File: src/viu_regs.vh
`ifndef VIU_REGS_VH
`define VIU_REGS_VH
// request lines gathered by the unit
`define VIU_NUM_LINES 32
// width of a line index
`define VIU_IDX_W 5
// priority level width, 0 is most urgent
`define VIU_PRIO_W 4
// service address width
`define VIU_ADDR_W 32
// gpio edge pins: port 0 and port 2, 32 each
`define VIU_NUM_PINS 64
// line shared with external interrupt line three
`define VIU_EXT3_LINE 5'd17
// edge select encoding per pin
`define VIU_EDGE_RISE 0
`define VIU_EDGE_FALL 1
// reset values
`define VIU_RST_ENABLE 32'h0000_0000
`define VIU_RST_FAST 32'h0000_0000
`define VIU_RST_PRIO 4'hf
`define VIU_RST_ADDR 32'h0000_0000
`endif

File: src/viu_pin_edge.v
`include "viu_regs.vh"
// one pin: synchronise, detect chosen edges, hold a sticky flag until cleared
module viu_pin_edge (
   clk,
   reset,
   pin,
   rise_en,
   fall_en,
   clr,
   flag
);
   input  wire clk;      // system clock
   input  wire reset;    // async, active high
   input  wire pin;      // raw pin level
   input  wire rise_en;  // catch rising edges
   input  wire fall_en;  // catch falling edges
   input  wire clr;      // software clear pulse
   output wire flag;     // sticky edge flag

   reg meta_q;   // first sync stage, read only by sync_q
   reg sync_q;   // second sync stage
   reg prev_q;   // last synchronised level
   reg flag_q;   // sticky flag
   reg [1:0] arm_q;  // edges since reset; prev_q is real once it reaches 3
   wire hit;

   // edges are judged only on synchronised levels; held off until the chain
   // has filled, so a pin idling high cannot fake a rising edge after reset
   assign hit = (arm_q == 2'd3) &
                ((rise_en & sync_q & ~prev_q) | (fall_en & ~sync_q & prev_q));

   // sync chain and sticky flag; a new edge wins over a clear
   always @(posedge clk or posedge reset) begin
      if (reset) begin
         meta_q <= 1'b0;
         sync_q <= 1'b0;
         prev_q <= 1'b0;
         flag_q <= 1'b0;
         arm_q  <= 2'b00;
      end else begin
         if (arm_q != 2'd3)
            arm_q <= arm_q + 2'd1;
         meta_q <= pin;
         sync_q <= meta_q;
         prev_q <= sync_q;
         if (hit)
            flag_q <= 1'b1;
         else if (clr)
            flag_q <= 1'b0;
      end
   end

   assign flag = flag_q;
endmodule // viu_pin_edge

File: src/viu_req_sync.v
`include "viu_regs.vh"
// two-stage synchroniser for the request lines from peripherals
module viu_req_sync (
   clk,
   reset,
   req_in,
   req_out
);
   input  wire                       clk;     // system clock
   input  wire                       reset;   // async, active high
   input  wire [`VIU_NUM_LINES-1:0]  req_in;  // raw request levels
   output wire [`VIU_NUM_LINES-1:0]  req_out; // synchronised levels

   reg [`VIU_NUM_LINES-1:0] meta_q;  // first stage, read only by stage two
   reg [`VIU_NUM_LINES-1:0] sync_q;  // second stage

   // plain two-flop chain per line
   always @(posedge clk or posedge reset) begin
      if (reset) begin
         meta_q <= {`VIU_NUM_LINES{1'b0}};
         sync_q <= {`VIU_NUM_LINES{1'b0}};
      end else begin
         meta_q <= req_in;
         sync_q <= meta_q;
      end
   end

   assign req_out = sync_q;
endmodule // viu_req_sync

File: src/viu_vectored_irq_unit.v
`include "viu_regs.vh"
module viu_vectored_irq_unit (
   clk,
   reset,
   irq_lines,
   line_enable,
   fast_select,
   line_prio,
   line_addr,
   gpio_pins,
   gpio_rise_en,
   gpio_fall_en,
   gpio_clr,
   gpio_flags,
   fast_interrupt_request,
   normal_interrupt_request,
   fast_pending,
   vector_addr,
   vector_valid,
   vector_line
);
   input  wire                                      clk;             // 10 MHz clock
   input  wire                                      reset;           // async, active high
   input  wire [`VIU_NUM_LINES-1:0]                 irq_lines;       // one per peripheral
   input  wire [`VIU_NUM_LINES-1:0]                 line_enable;     // per-line enable
   input  wire [`VIU_NUM_LINES-1:0]                 fast_select;     // 1 = fast class
   input  wire [`VIU_NUM_LINES*`VIU_PRIO_W-1:0]     line_prio;       // packed priorities
   input  wire [`VIU_NUM_LINES*`VIU_ADDR_W-1:0]     line_addr;       // packed addresses
   input  wire [`VIU_NUM_PINS-1:0]                  gpio_pins;       // port 0 low, port 2 high
   input  wire [`VIU_NUM_PINS-1:0]                  gpio_rise_en;    // rising edge enables
   input  wire [`VIU_NUM_PINS-1:0]                  gpio_fall_en;    // falling edge enables
   input  wire [`VIU_NUM_PINS-1:0]                  gpio_clr;        // flag clear pulses
   output wire [`VIU_NUM_PINS-1:0]                  gpio_flags;      // sticky edge flags
   output wire                                      fast_interrupt_request;   // to core
   output wire                                      normal_interrupt_request; // to core
   output wire [`VIU_NUM_LINES-1:0]                 fast_pending;    // pending fast word
   output wire [`VIU_ADDR_W-1:0]                    vector_addr;     // winner's address
   output wire                                      vector_valid;    // a vectored winner exists
   output wire [`VIU_IDX_W-1:0]                     vector_line;     // winner's index

   wire [`VIU_NUM_LINES-1:0] req_sync;    // synchronised lines
   wire [`VIU_NUM_LINES-1:0] req_merged;  // lines with gpio merged
   wire [`VIU_NUM_LINES-1:0] active;      // enabled requests
   wire [`VIU_NUM_LINES-1:0] fast_act;    // enabled fast requests
   wire [`VIU_NUM_LINES-1:0] vect_act;    // enabled vectored requests
   wire                      gpio_any;    // any gpio edge flag set

   // registered outputs
   reg                       fast_q;
   reg                       normal_q;
   reg [`VIU_NUM_LINES-1:0]  fast_pend_q;
   reg [`VIU_ADDR_W-1:0]     vaddr_q;
   reg                       vvalid_q;
   reg [`VIU_IDX_W-1:0]      vline_q;

   // arbitration results
   reg                       win_found;
   reg [`VIU_IDX_W-1:0]      win_idx;
   reg [`VIU_PRIO_W-1:0]     win_prio;
   reg [`VIU_ADDR_W-1:0]     win_addr;
   integer                   i;

   // peripheral lines pass two flops; each peripheral owns one line
   viu_req_sync u_sync (
      .clk     (clk),
      .reset   (reset),
      .req_in  (irq_lines),
      .req_out (req_sync)
   );

   // one edge detector per gpio pin
   genvar g;
   generate
      for (g = 0; g < `VIU_NUM_PINS; g = g + 1) begin : g_pin
         viu_pin_edge u_edge (
            .clk     (clk),
            .reset   (reset),
            .pin     (gpio_pins[g]),
            .rise_en (gpio_rise_en[g]),
            .fall_en (gpio_fall_en[g]),
            .clr     (gpio_clr[g]),
            .flag    (gpio_flags[g])
         );
      end
   endgenerate

   // gpio edges share the external line three input, not lines of their own
   assign gpio_any   = |gpio_flags;
   assign req_merged = req_sync |
                       ({{(`VIU_NUM_LINES-1){1'b0}}, gpio_any} << `VIU_EXT3_LINE);

   // class split, gated by enables; settings are live, so changes reach the outputs at the next edge
   assign active   = req_merged & line_enable;
   assign fast_act = active & fast_select;
   assign vect_act = active & ~fast_select;

   // pick highest priority (lowest value); strict < keeps lowest channel on ties
   always @* begin
      win_found = 1'b0;
      win_idx   = {`VIU_IDX_W{1'b0}};
      win_prio  = {`VIU_PRIO_W{1'b1}};
      win_addr  = {`VIU_ADDR_W{1'b0}};
      for (i = 0; i < `VIU_NUM_LINES; i = i + 1) begin
         if (vect_act[i] &&
             (!win_found || line_prio[i*`VIU_PRIO_W +: `VIU_PRIO_W] < win_prio)) begin
            win_found = 1'b1;
            win_idx   = i[`VIU_IDX_W-1:0];
            win_prio  = line_prio[i*`VIU_PRIO_W +: `VIU_PRIO_W];
            win_addr  = line_addr[i*`VIU_ADDR_W +: `VIU_ADDR_W];
         end
      end
   end

   // register outputs to the core and the readable words
   always @(posedge clk or posedge reset) begin
      if (reset) begin
         fast_q      <= 1'b0;
         normal_q    <= 1'b0;
         fast_pend_q <= `VIU_RST_FAST;
         vaddr_q     <= `VIU_RST_ADDR;
         vvalid_q    <= 1'b0;
         vline_q     <= {`VIU_IDX_W{1'b0}};
      end else begin
         fast_q      <= |fast_act;
         normal_q    <= |vect_act;
         fast_pend_q <= fast_act;
         vaddr_q     <= win_addr;
         vvalid_q    <= win_found;
         vline_q     <= win_idx;
      end
   end

   // fast class always has its own pin, so the core takes it first
   assign fast_interrupt_request   = fast_q;
   assign normal_interrupt_request = normal_q;
   assign fast_pending             = fast_pend_q;
   assign vector_addr              = vaddr_q;
   assign vector_valid             = vvalid_q;
   assign vector_line              = vline_q;
endmodule // viu_vectored_irq_unit

File: config.mk
export PLATFORM = sky130hd
export DESIGN_NAME = viu_vectored_irq_unit
export DESIGN_NICKNAME = d
export VERILOG_FILES = /design/src/viu_pin_edge.v /design/src/viu_req_sync.v /design/src/viu_vectored_irq_unit.v
export VERILOG_INCLUDE_DIRS = /design/src
export SDC_FILE = /design/constraint.sdc
export NUM_CORES = 2
export LEC_CHECK = 0
export ABC_AREA = 1
export BUFFER_PORTS_ARGS = -buffer_cell sky130_fd_sc_hd__buf_4
export CORE_AREA = 2 2 632 634
export DETAILED_ROUTE_END_ITERATION = 7
export DIE_AREA = 0 0 634 636
export PLACE_DENSITY = 0.32
export SYNTH_ARGS = -nofsm -noshare
export SYNTH_HDL_FRONTEND = slang
export SYNTH_SLANG_ARGS = --single-unit
File: constraint.sdc
create_clock -name clk -period 87.7 [get_ports clk]
set_input_delay 8.77 -clock clk [delete_from_list [all_inputs] [get_ports clk]]
set_output_delay 8.77 -clock clk [all_outputs]
set_load 0.02 [all_outputs]
### After elaboration in Yosys (flattened, before gate mapping)

Cells that the tools add are included.

| storage, ports and cells | value |
|---|---|
| flip-flop bits (word level) | 520 |
| output and inout bits | 136 |
| logic and storage cells | 1482 |

| cells by class | value |
|---|---|
| add/subtract/negate cells | 64 |
| $lt $le $gt $ge | 31 |
| equality and inequality tests | 128 |
| mux-type cells | 254 |
| bitwise gates (word level) | 517 |
| reductions and logical operators | 160 |

Operators with widths:

| cell | number |
|---|---|
| 2-to-1 mux 32 bit | 32 |
| AND 1 bit | 320 |
| 2-to-1 mux 1 bit | 161 |
| 2-to-1 mux 5 bit | 30 |
| adder 2 x 1 -> 2 bit, second input constant | 64 |
| == test 2 bit, second input constant | 64 |
| inequality test 2 bit, second input constant | 64 |
| NOT 1 bit | 128 |
| nonzero test 2 bit | 64 |
| less-than comparator 4 bit | 31 |
| 2-to-1 mux 4 bit | 31 |
| AND 32 bit | 3 |
| OR 1 bit | 64 |
| OR reduction 32 bit | 2 |
| OR reduction 64 bit | 1 |
| NOT 32 bit | 1 |
| OR 32 x 18 -> 32 bit | 1 |
| logical AND 1 bit | 31 |
| zero test 1 bit | 31 |
| logical OR 1 bit | 31 |

### Logic depth before layout (Yosys ltp)

| logic depth | value |
|---|---|
| word-level depth | 129 |
| depth in mapped cells | 339 |
| mapped depth without buffers | 282 |

### Modules after synthesis

From an unflattened synthesis, not the netlist that was laid out.

| second synthesis, totals | value |
|---|---|
| cell total of the unflattened synthesis | 4358 |
| area total of the unflattened synthesis | 36885.4 um^2 |

Modules (own cells, without submodules):

| module | times used | cells each | area an instance (um^2) | sequential area each (um^2) |
|---|---|---|---|---|
| viu_vectored_irq_unit | 1 | 2885 | 20786.2 | 1801.7 |
| viu_pin_edge | 64 | 22 | 226.5 | 150.1 |
| viu_req_sync | 1 | 65 | 1605.3 | 1601.5 |

### Least setup slack after synthesis

No wires, ideal clock.

| timing | value |
|---|---|
| kind | input port to flip-flop |
| from | input port fast_select[0] |
| to | register vaddr_q[16] (netlist: vector_addr[16]) |
| setup time | 115 ps |
| arrival | 47168 ps |
| required time | 87585 ps |
| slack | 40416 ps |
| cell stages on the path | 310 |
| buffers on the path | 57 |
| path through | inv_1 nand3_1 nor2_1 ha_1 inv_1 o21bai_1 inv_1 nand2_2 nand2_4 nand2_4 clkbuf_8 clkbuf_1 o21ai_0 ha_1 inv_1 o21bai_1 inv_2 nand2_2 [... 274 more ...] nand2_1 o21ai_1 ha_1 a21oi_1 nand2_1 nand2_2 nand2_4 buf_8 nand2_1 o21ai_1 ha_1 a21oi_1 nand2_2 nand2_4 nand2_4 buf_12 nand2_4 nand2_2 |

| on the way | value |
|---|---|
| longest elaborated chain between the ends | 127 |

RTL lines:

| element | line | text |
|---|---|---|
| from (decl) | viu_vectored_irq_unit.v:26 | `` input wire [`VIU_NUM_LINES-1:0] fast_select; `` |
| NOT 32 bit (*) | viu_vectored_irq_unit.v:95 | `assign vect_act = active & ~fast_select;` |
| AND 32 bit (*) | viu_vectored_irq_unit.v:95 |  |
| 2-to-1 mux 4 bit / 2-to-1 mux 1 bit (equally long branches) | viu_vectored_irq_unit.v:104 | `if (vect_act[i] &&` |
| less-than comparator 4 bit / zero test 1 bit (equally long branches) | viu_vectored_irq_unit.v:105 | `` (!win_found \|\| line_prio[i*`VIU_PRIO_W +: `VIU_PRIO_W] < win_prio)) begin `` |
| logical OR 1 bit | viu_vectored_irq_unit.v:105 |  |
| logical AND 1 bit | viu_vectored_irq_unit.v:104 |  |
| 2-to-1 mux 4 bit / 2-to-1 mux 1 bit (equally long branches) | viu_vectored_irq_unit.v:104 |  |
| less-than comparator 4 bit / zero test 1 bit (equally long branches) | viu_vectored_irq_unit.v:105 |  |
| [... 112 more ...] | n/a |  |
| logical OR 1 bit | viu_vectored_irq_unit.v:105 |  |
| logical AND 1 bit | viu_vectored_irq_unit.v:104 |  |
| 2-to-1 mux 4 bit / 2-to-1 mux 1 bit (equally long branches) | viu_vectored_irq_unit.v:104 |  |
| less-than comparator 4 bit / zero test 1 bit (equally long branches) | viu_vectored_irq_unit.v:105 |  |
| logical OR 1 bit | viu_vectored_irq_unit.v:105 |  |
| logical AND 1 bit | viu_vectored_irq_unit.v:104 |  |
| 2-to-1 mux 32 bit (*) | viu_vectored_irq_unit.v:104 |  |
| named net win_addr[16] | viu_vectored_irq_unit.v:60 | `` reg [`VIU_ADDR_W-1:0] win_addr; `` |
| to (signal assigned) | viu_vectored_irq_unit.v:120 | `` vaddr_q <= `VIU_RST_ADDR; `` |
| to (signal assigned) | viu_vectored_irq_unit.v:127 | `vaddr_q <= win_addr;` |
| to (decl) | viu_vectored_irq_unit.v:52 | `` reg [`VIU_ADDR_W-1:0] vaddr_q; `` |

The timed path passes the listed nets; every way through them passes the cells marked *.
A chain may end at the register's enable or synchronous reset.

### Final worst setup path

| timing | value |
|---|---|
| from | input port line_enable[0] |
| to | register vaddr_q[5] (netlist: vector_addr[5]) |

| on the way | value |
|---|---|
| longest elaborated chain between the ends | 127 |

RTL lines:

| element | line | text |
|---|---|---|
| from (decl) | viu_vectored_irq_unit.v:25 | `` input wire [`VIU_NUM_LINES-1:0] line_enable; `` |
| AND 32 bit (*) | viu_vectored_irq_unit.v:93 | `assign active = req_merged & line_enable;` |
| AND 32 bit (*) | viu_vectored_irq_unit.v:95 |  |
| 2-to-1 mux 4 bit / 2-to-1 mux 1 bit (equally long branches) | viu_vectored_irq_unit.v:104 |  |
| less-than comparator 4 bit / zero test 1 bit (equally long branches) | viu_vectored_irq_unit.v:105 |  |
| logical OR 1 bit | viu_vectored_irq_unit.v:105 |  |
| logical AND 1 bit | viu_vectored_irq_unit.v:104 |  |
| 2-to-1 mux 4 bit / 2-to-1 mux 1 bit (equally long branches) | viu_vectored_irq_unit.v:104 |  |
| less-than comparator 4 bit / zero test 1 bit (equally long branches) | viu_vectored_irq_unit.v:105 |  |
| [... 112 more ...] | n/a |  |
| logical OR 1 bit | viu_vectored_irq_unit.v:105 |  |
| logical AND 1 bit | viu_vectored_irq_unit.v:104 |  |
| 2-to-1 mux 4 bit / 2-to-1 mux 1 bit (equally long branches) | viu_vectored_irq_unit.v:104 |  |
| less-than comparator 4 bit / zero test 1 bit (equally long branches) | viu_vectored_irq_unit.v:105 |  |
| logical OR 1 bit | viu_vectored_irq_unit.v:105 |  |
| logical AND 1 bit | viu_vectored_irq_unit.v:104 |  |
| 2-to-1 mux 32 bit (*) | viu_vectored_irq_unit.v:104 |  |
| named net win_addr[5] | viu_vectored_irq_unit.v:60 |  |

Marked as above.

==> flow_metrics.env <==
export IMPL_run_status="complete, no violations"
export IMPL_leakage_uw=0.0263
export IMPL_cellPowerDensity_mw_per_mm2=18.9
export IMPL_antenna_found_initial=152
export IMPL_synthFlopType="dfrtp_1"
export IMPL_cts_tree="done"
export IMPL_die_area_mm2=0.403
export IMPL_max_slew_worst_pin_slew_ns=1.03
export IMPL_arrival_ns=54.66
export IMPL_setup_worst_path_start_class="input port"
export IMPL_drive_gt1_frac=0.504
export IMPL_post_cts_buffers=0
export IMPL_overflow=0
export IMPL_io_buffers=1641
export IMPL_dp_hpwl_um=267000
export IMPL_clkTransAtPathRegs_ns=0.06
export IMPL_synthTopCellsByArea="dfrtp_1, mux2_2, nand2_1"
export IMPL_vias_per_cell=3.27
export IMPL_core_mm2=0.397
export IMPL_ys_seq_elements=520
export IMPL_fin_crit_sh=0.616
export IMPL_fin_tns_setup_ns=0
export IMPL_clock_sinks=520
export IMPL_slowest_delay_ns=0.60
export IMPL_setup_violations=0
export IMPL_worst_path_max_delay_cell="nand2_4"
export IMPL_via_count=35500
export IMPL_ant_nets=0
export IMPL_cts_buffers=74
export IMPL_post_place_ws_ns=31.57
export IMPL_areaGrowthSynthToFinish_pct=55.2
export IMPL_io_pins=1642
export IMPL_clk_latency_ns=0.79
export IMPL_yosys_warnings=0
export IMPL_p_total_uw=1070
export IMPL_gp_congestion=0.939
export IMPL_synth_cells=3978
export IMPL_initial_utilization=0.0916
export IMPL_drc=0
export IMPL_post_drt_wl_per_cell_um=27.5
export IMPL_peakVddDrop_v=0.0000116
export IMPL_stdcell_count=10900
export IMPL_yosys_area_top_type="dfrtp_1"
export IMPL_synthArstFlopShare=1.00
export IMPL_rows=232
export IMPL_root_buffer="clkbuf_16"
export IMPL_finalInstanceArea_mm2=0.0564
export IMPL_cpMostUsedCell="nand2_2"
export IMPL_grt_pass1_wl_um=378000
export IMPL_critPathKind="input port to register"
export IMPL_place_inst=10700
export IMPL_synth_top_area_share=0.358
export IMPL_fillers=45500
export IMPL_synth_edf_count=0
export IMPL_slew_viol_final=0
export IMPL_maxSlewHeadroom=0.317
export IMPL_synth_cell_types=48
export IMPL_routed_wl_um=299000
export IMPL_rsz0062_at_grt="no"
export IMPL_placed_area_mm2=0.0539
export IMPL_grt_max_degree=99
export IMPL_nets=7110
export IMPL_layout_setup_ws_ns=33.64
export IMPL_cap_violations=0
export IMPL_grt_use_total=0.143
export IMPL_netlist_area_mm2=0.0364
export IMPL_worstPathRequired_ns=88.30
export IMPL_skew_ns=0.0873
export IMPL_h_tree_depth=3
export IMPL_syn_nets=5583
export IMPL_fp_dieW_um=634
export IMPL_ctsHoldBuffers=0
export IMPL_postCtsResizedCells=0
export IMPL_hp_class="register to register"
export IMPL_seq_area_frac_synth=0.358
export IMPL_cp_max_fo=70
export IMPL_fmax_ghz=0.0185
export IMPL_drt_initial_drc_count=1768
export IMPL_finalCriticalPeriod_ns=54.06
export IMPL_grt_pass1_vias=36800
export IMPL_clockBufferDepth=4
export IMPL_endpoint_kind="register"
export IMPL_first_pass_iters=5
export IMPL_fp_dieH_um=636
export IMPL_syn_area_per_cell_um2=9.14
export IMPL_hold_viol=0
[flip-flops by register name, summed over array words and instances, names as in the netlist]
name,count
fast_interrupt_request,1
fast_pending,32
g_pin.u_edge.arm_q,128
g_pin.u_edge.flag,64
g_pin.u_edge.meta_q,64
g_pin.u_edge.prev_q,64
g_pin.u_edge.sync_q,64
normal_interrupt_request,1
u_sync.meta_q,32
u_sync.req_out,32
vector_addr,32
vector_line,5
vector_valid,1
[critical path, delay by kind of cell]
kind / cells / cell delay (ns)
buf+inv: 66 / 10.01
simple gates: 126 / 16.99
compound gates: 53 / 10.11
fa+ha+maj: 26 / 8.49
[metrics by stage]
step,util,hold slack [ns]
detailed placement,0.136,0.335
global route,0.142,0.290
finish,0.142,0.293
floorplan,-,0.331
global placement,0.136,0.331
CTS,0.142,0.284
[path summary, 6_finish.rpt]
path                                              from                                 to  slack [ns]  cells after the start
max                                     line_enable[0]           vector_addr[5]$_DFF_PP0_       33.64                    271
min                        u_sync.meta_q[21]$_DFF_PP0_       u_sync.req_out[21]$_DFF_PP0_        0.29                      0
max reg2reg                u_sync.req_out[0]$_DFF_PP0_           vector_addr[5]$_DFF_PP0_       41.41                    270
min reg2reg                u_sync.meta_q[21]$_DFF_PP0_       u_sync.req_out[21]$_DFF_PP0_        0.29                      0
max in group asynchronous                        reset          vector_addr[29]$_DFF_PP0_       76.46                      5
min in group asynchronous                        reset  g_pin[31].u_edge.prev_q$_DFF_PP0_        8.05                      2
[where the power goes]
group	total, µW	switching (µW)	internal [µW]
Sequential	275	16.8	258
Clock	309	123	186
Combinational	484	278	205
[logic make-up (layout without fill, tap and decap cells)]
group           after synthesis  after routing  synth area share
compound gates              445            445            0.0703
xor+xnor                     64             64            0.0154
fa+ha+maj                    99             99            0.0341
buf+inv                     598           2172            0.0859
flops                       520            520             0.358
mux                         800            800             0.248
other cells                   0             48                 0
simple gates               1452           1452             0.189
[cells in the mapped netlist, types with 5 or more instances]
library cell / count
a21o_1: 32
clkbuf_8: 13
dfrtp_1: 520
xnor2_1: 64
nand4_1: 20
a21oi_1: 135
dlygate4sd3_1: 12
buf_2: 9
o21ai_0: 139
mux2_2: 794
nand3_2: 5
dlygate4sd1_1: 12
mux2_1: 6
o21ai_1: 7
nand2_1: 732
inv_1: 342
nor2_1: 138
o22ai_1: 64
buf_4: 69
nand3b_1: 27
o21bai_1: 29
nor4_1: 11
nand2_4: 58
nand3_1: 333
buf_6: 29
o211ai_1: 33
clkinv_1: 9
clkbuf_1: 71
inv_2: 15
nor2_2: 8
ha_1: 99
nand2_2: 108
[layout make-up]
class                   instances  area (µm²)  share of cell area
clock buffers                  96        2020              0.0359
multi-input cells            2860       20300               0.359
repair buffers               1679       12600               0.223
diodes                         48         120             0.00213
inverters                     370        1400              0.0248
clock inverters                27         383             0.00679
flip-flops and latches        520       13000               0.231
well taps                    5265        6590               0.117
[per-layer routing]
layer | vias up | share of wire | wire length, µm | global-route usage
met1 | 17400 | 0.37 | 111000 | 0.154
met4 | 26 | 0.028 | 8270 | 0.0364
li1 | 16500 | - | - | -
met3 | 345 | 0.053 | 15900 | 0.0282
met2 | 1277 | 0.55 | 164000 | 0.277
met5 | - | 0.00063 | 188 | 0
[cells in the final DEF, fill, tap and decap left out, types with 27 or more instances in the layout]
| master | netlist | routed |
|---|---|---|
| mux2_2 | 794 | 794 |
| xnor2_1 | 64 | 64 |
| dfrtp_1 | 520 | 520 |
| a21o_1 | 32 | 32 |
| nand3_1 | 333 | 333 |
| a21oi_1 | 135 | 135 |
| buf_4 | 69 | 1679 |
| o21bai_1 | 29 | 29 |
| nand2_2 | 108 | 108 |
| ha_1 | 99 | 99 |
| nand2_4 | 58 | 58 |
| inv_1 | 342 | 340 |
| nand2_1 | 732 | 732 |
| o22ai_1 | 64 | 64 |
| nor2_1 | 138 | 137 |
| o211ai_1 | 33 | 33 |
| clkbuf_16 | 0 | 74 |
| diode_2 | 0 | 48 |
| o21ai_0 | 139 | 139 |
| nand3b_1 | 27 | 27 |
(Power assumes the default switching activity.)
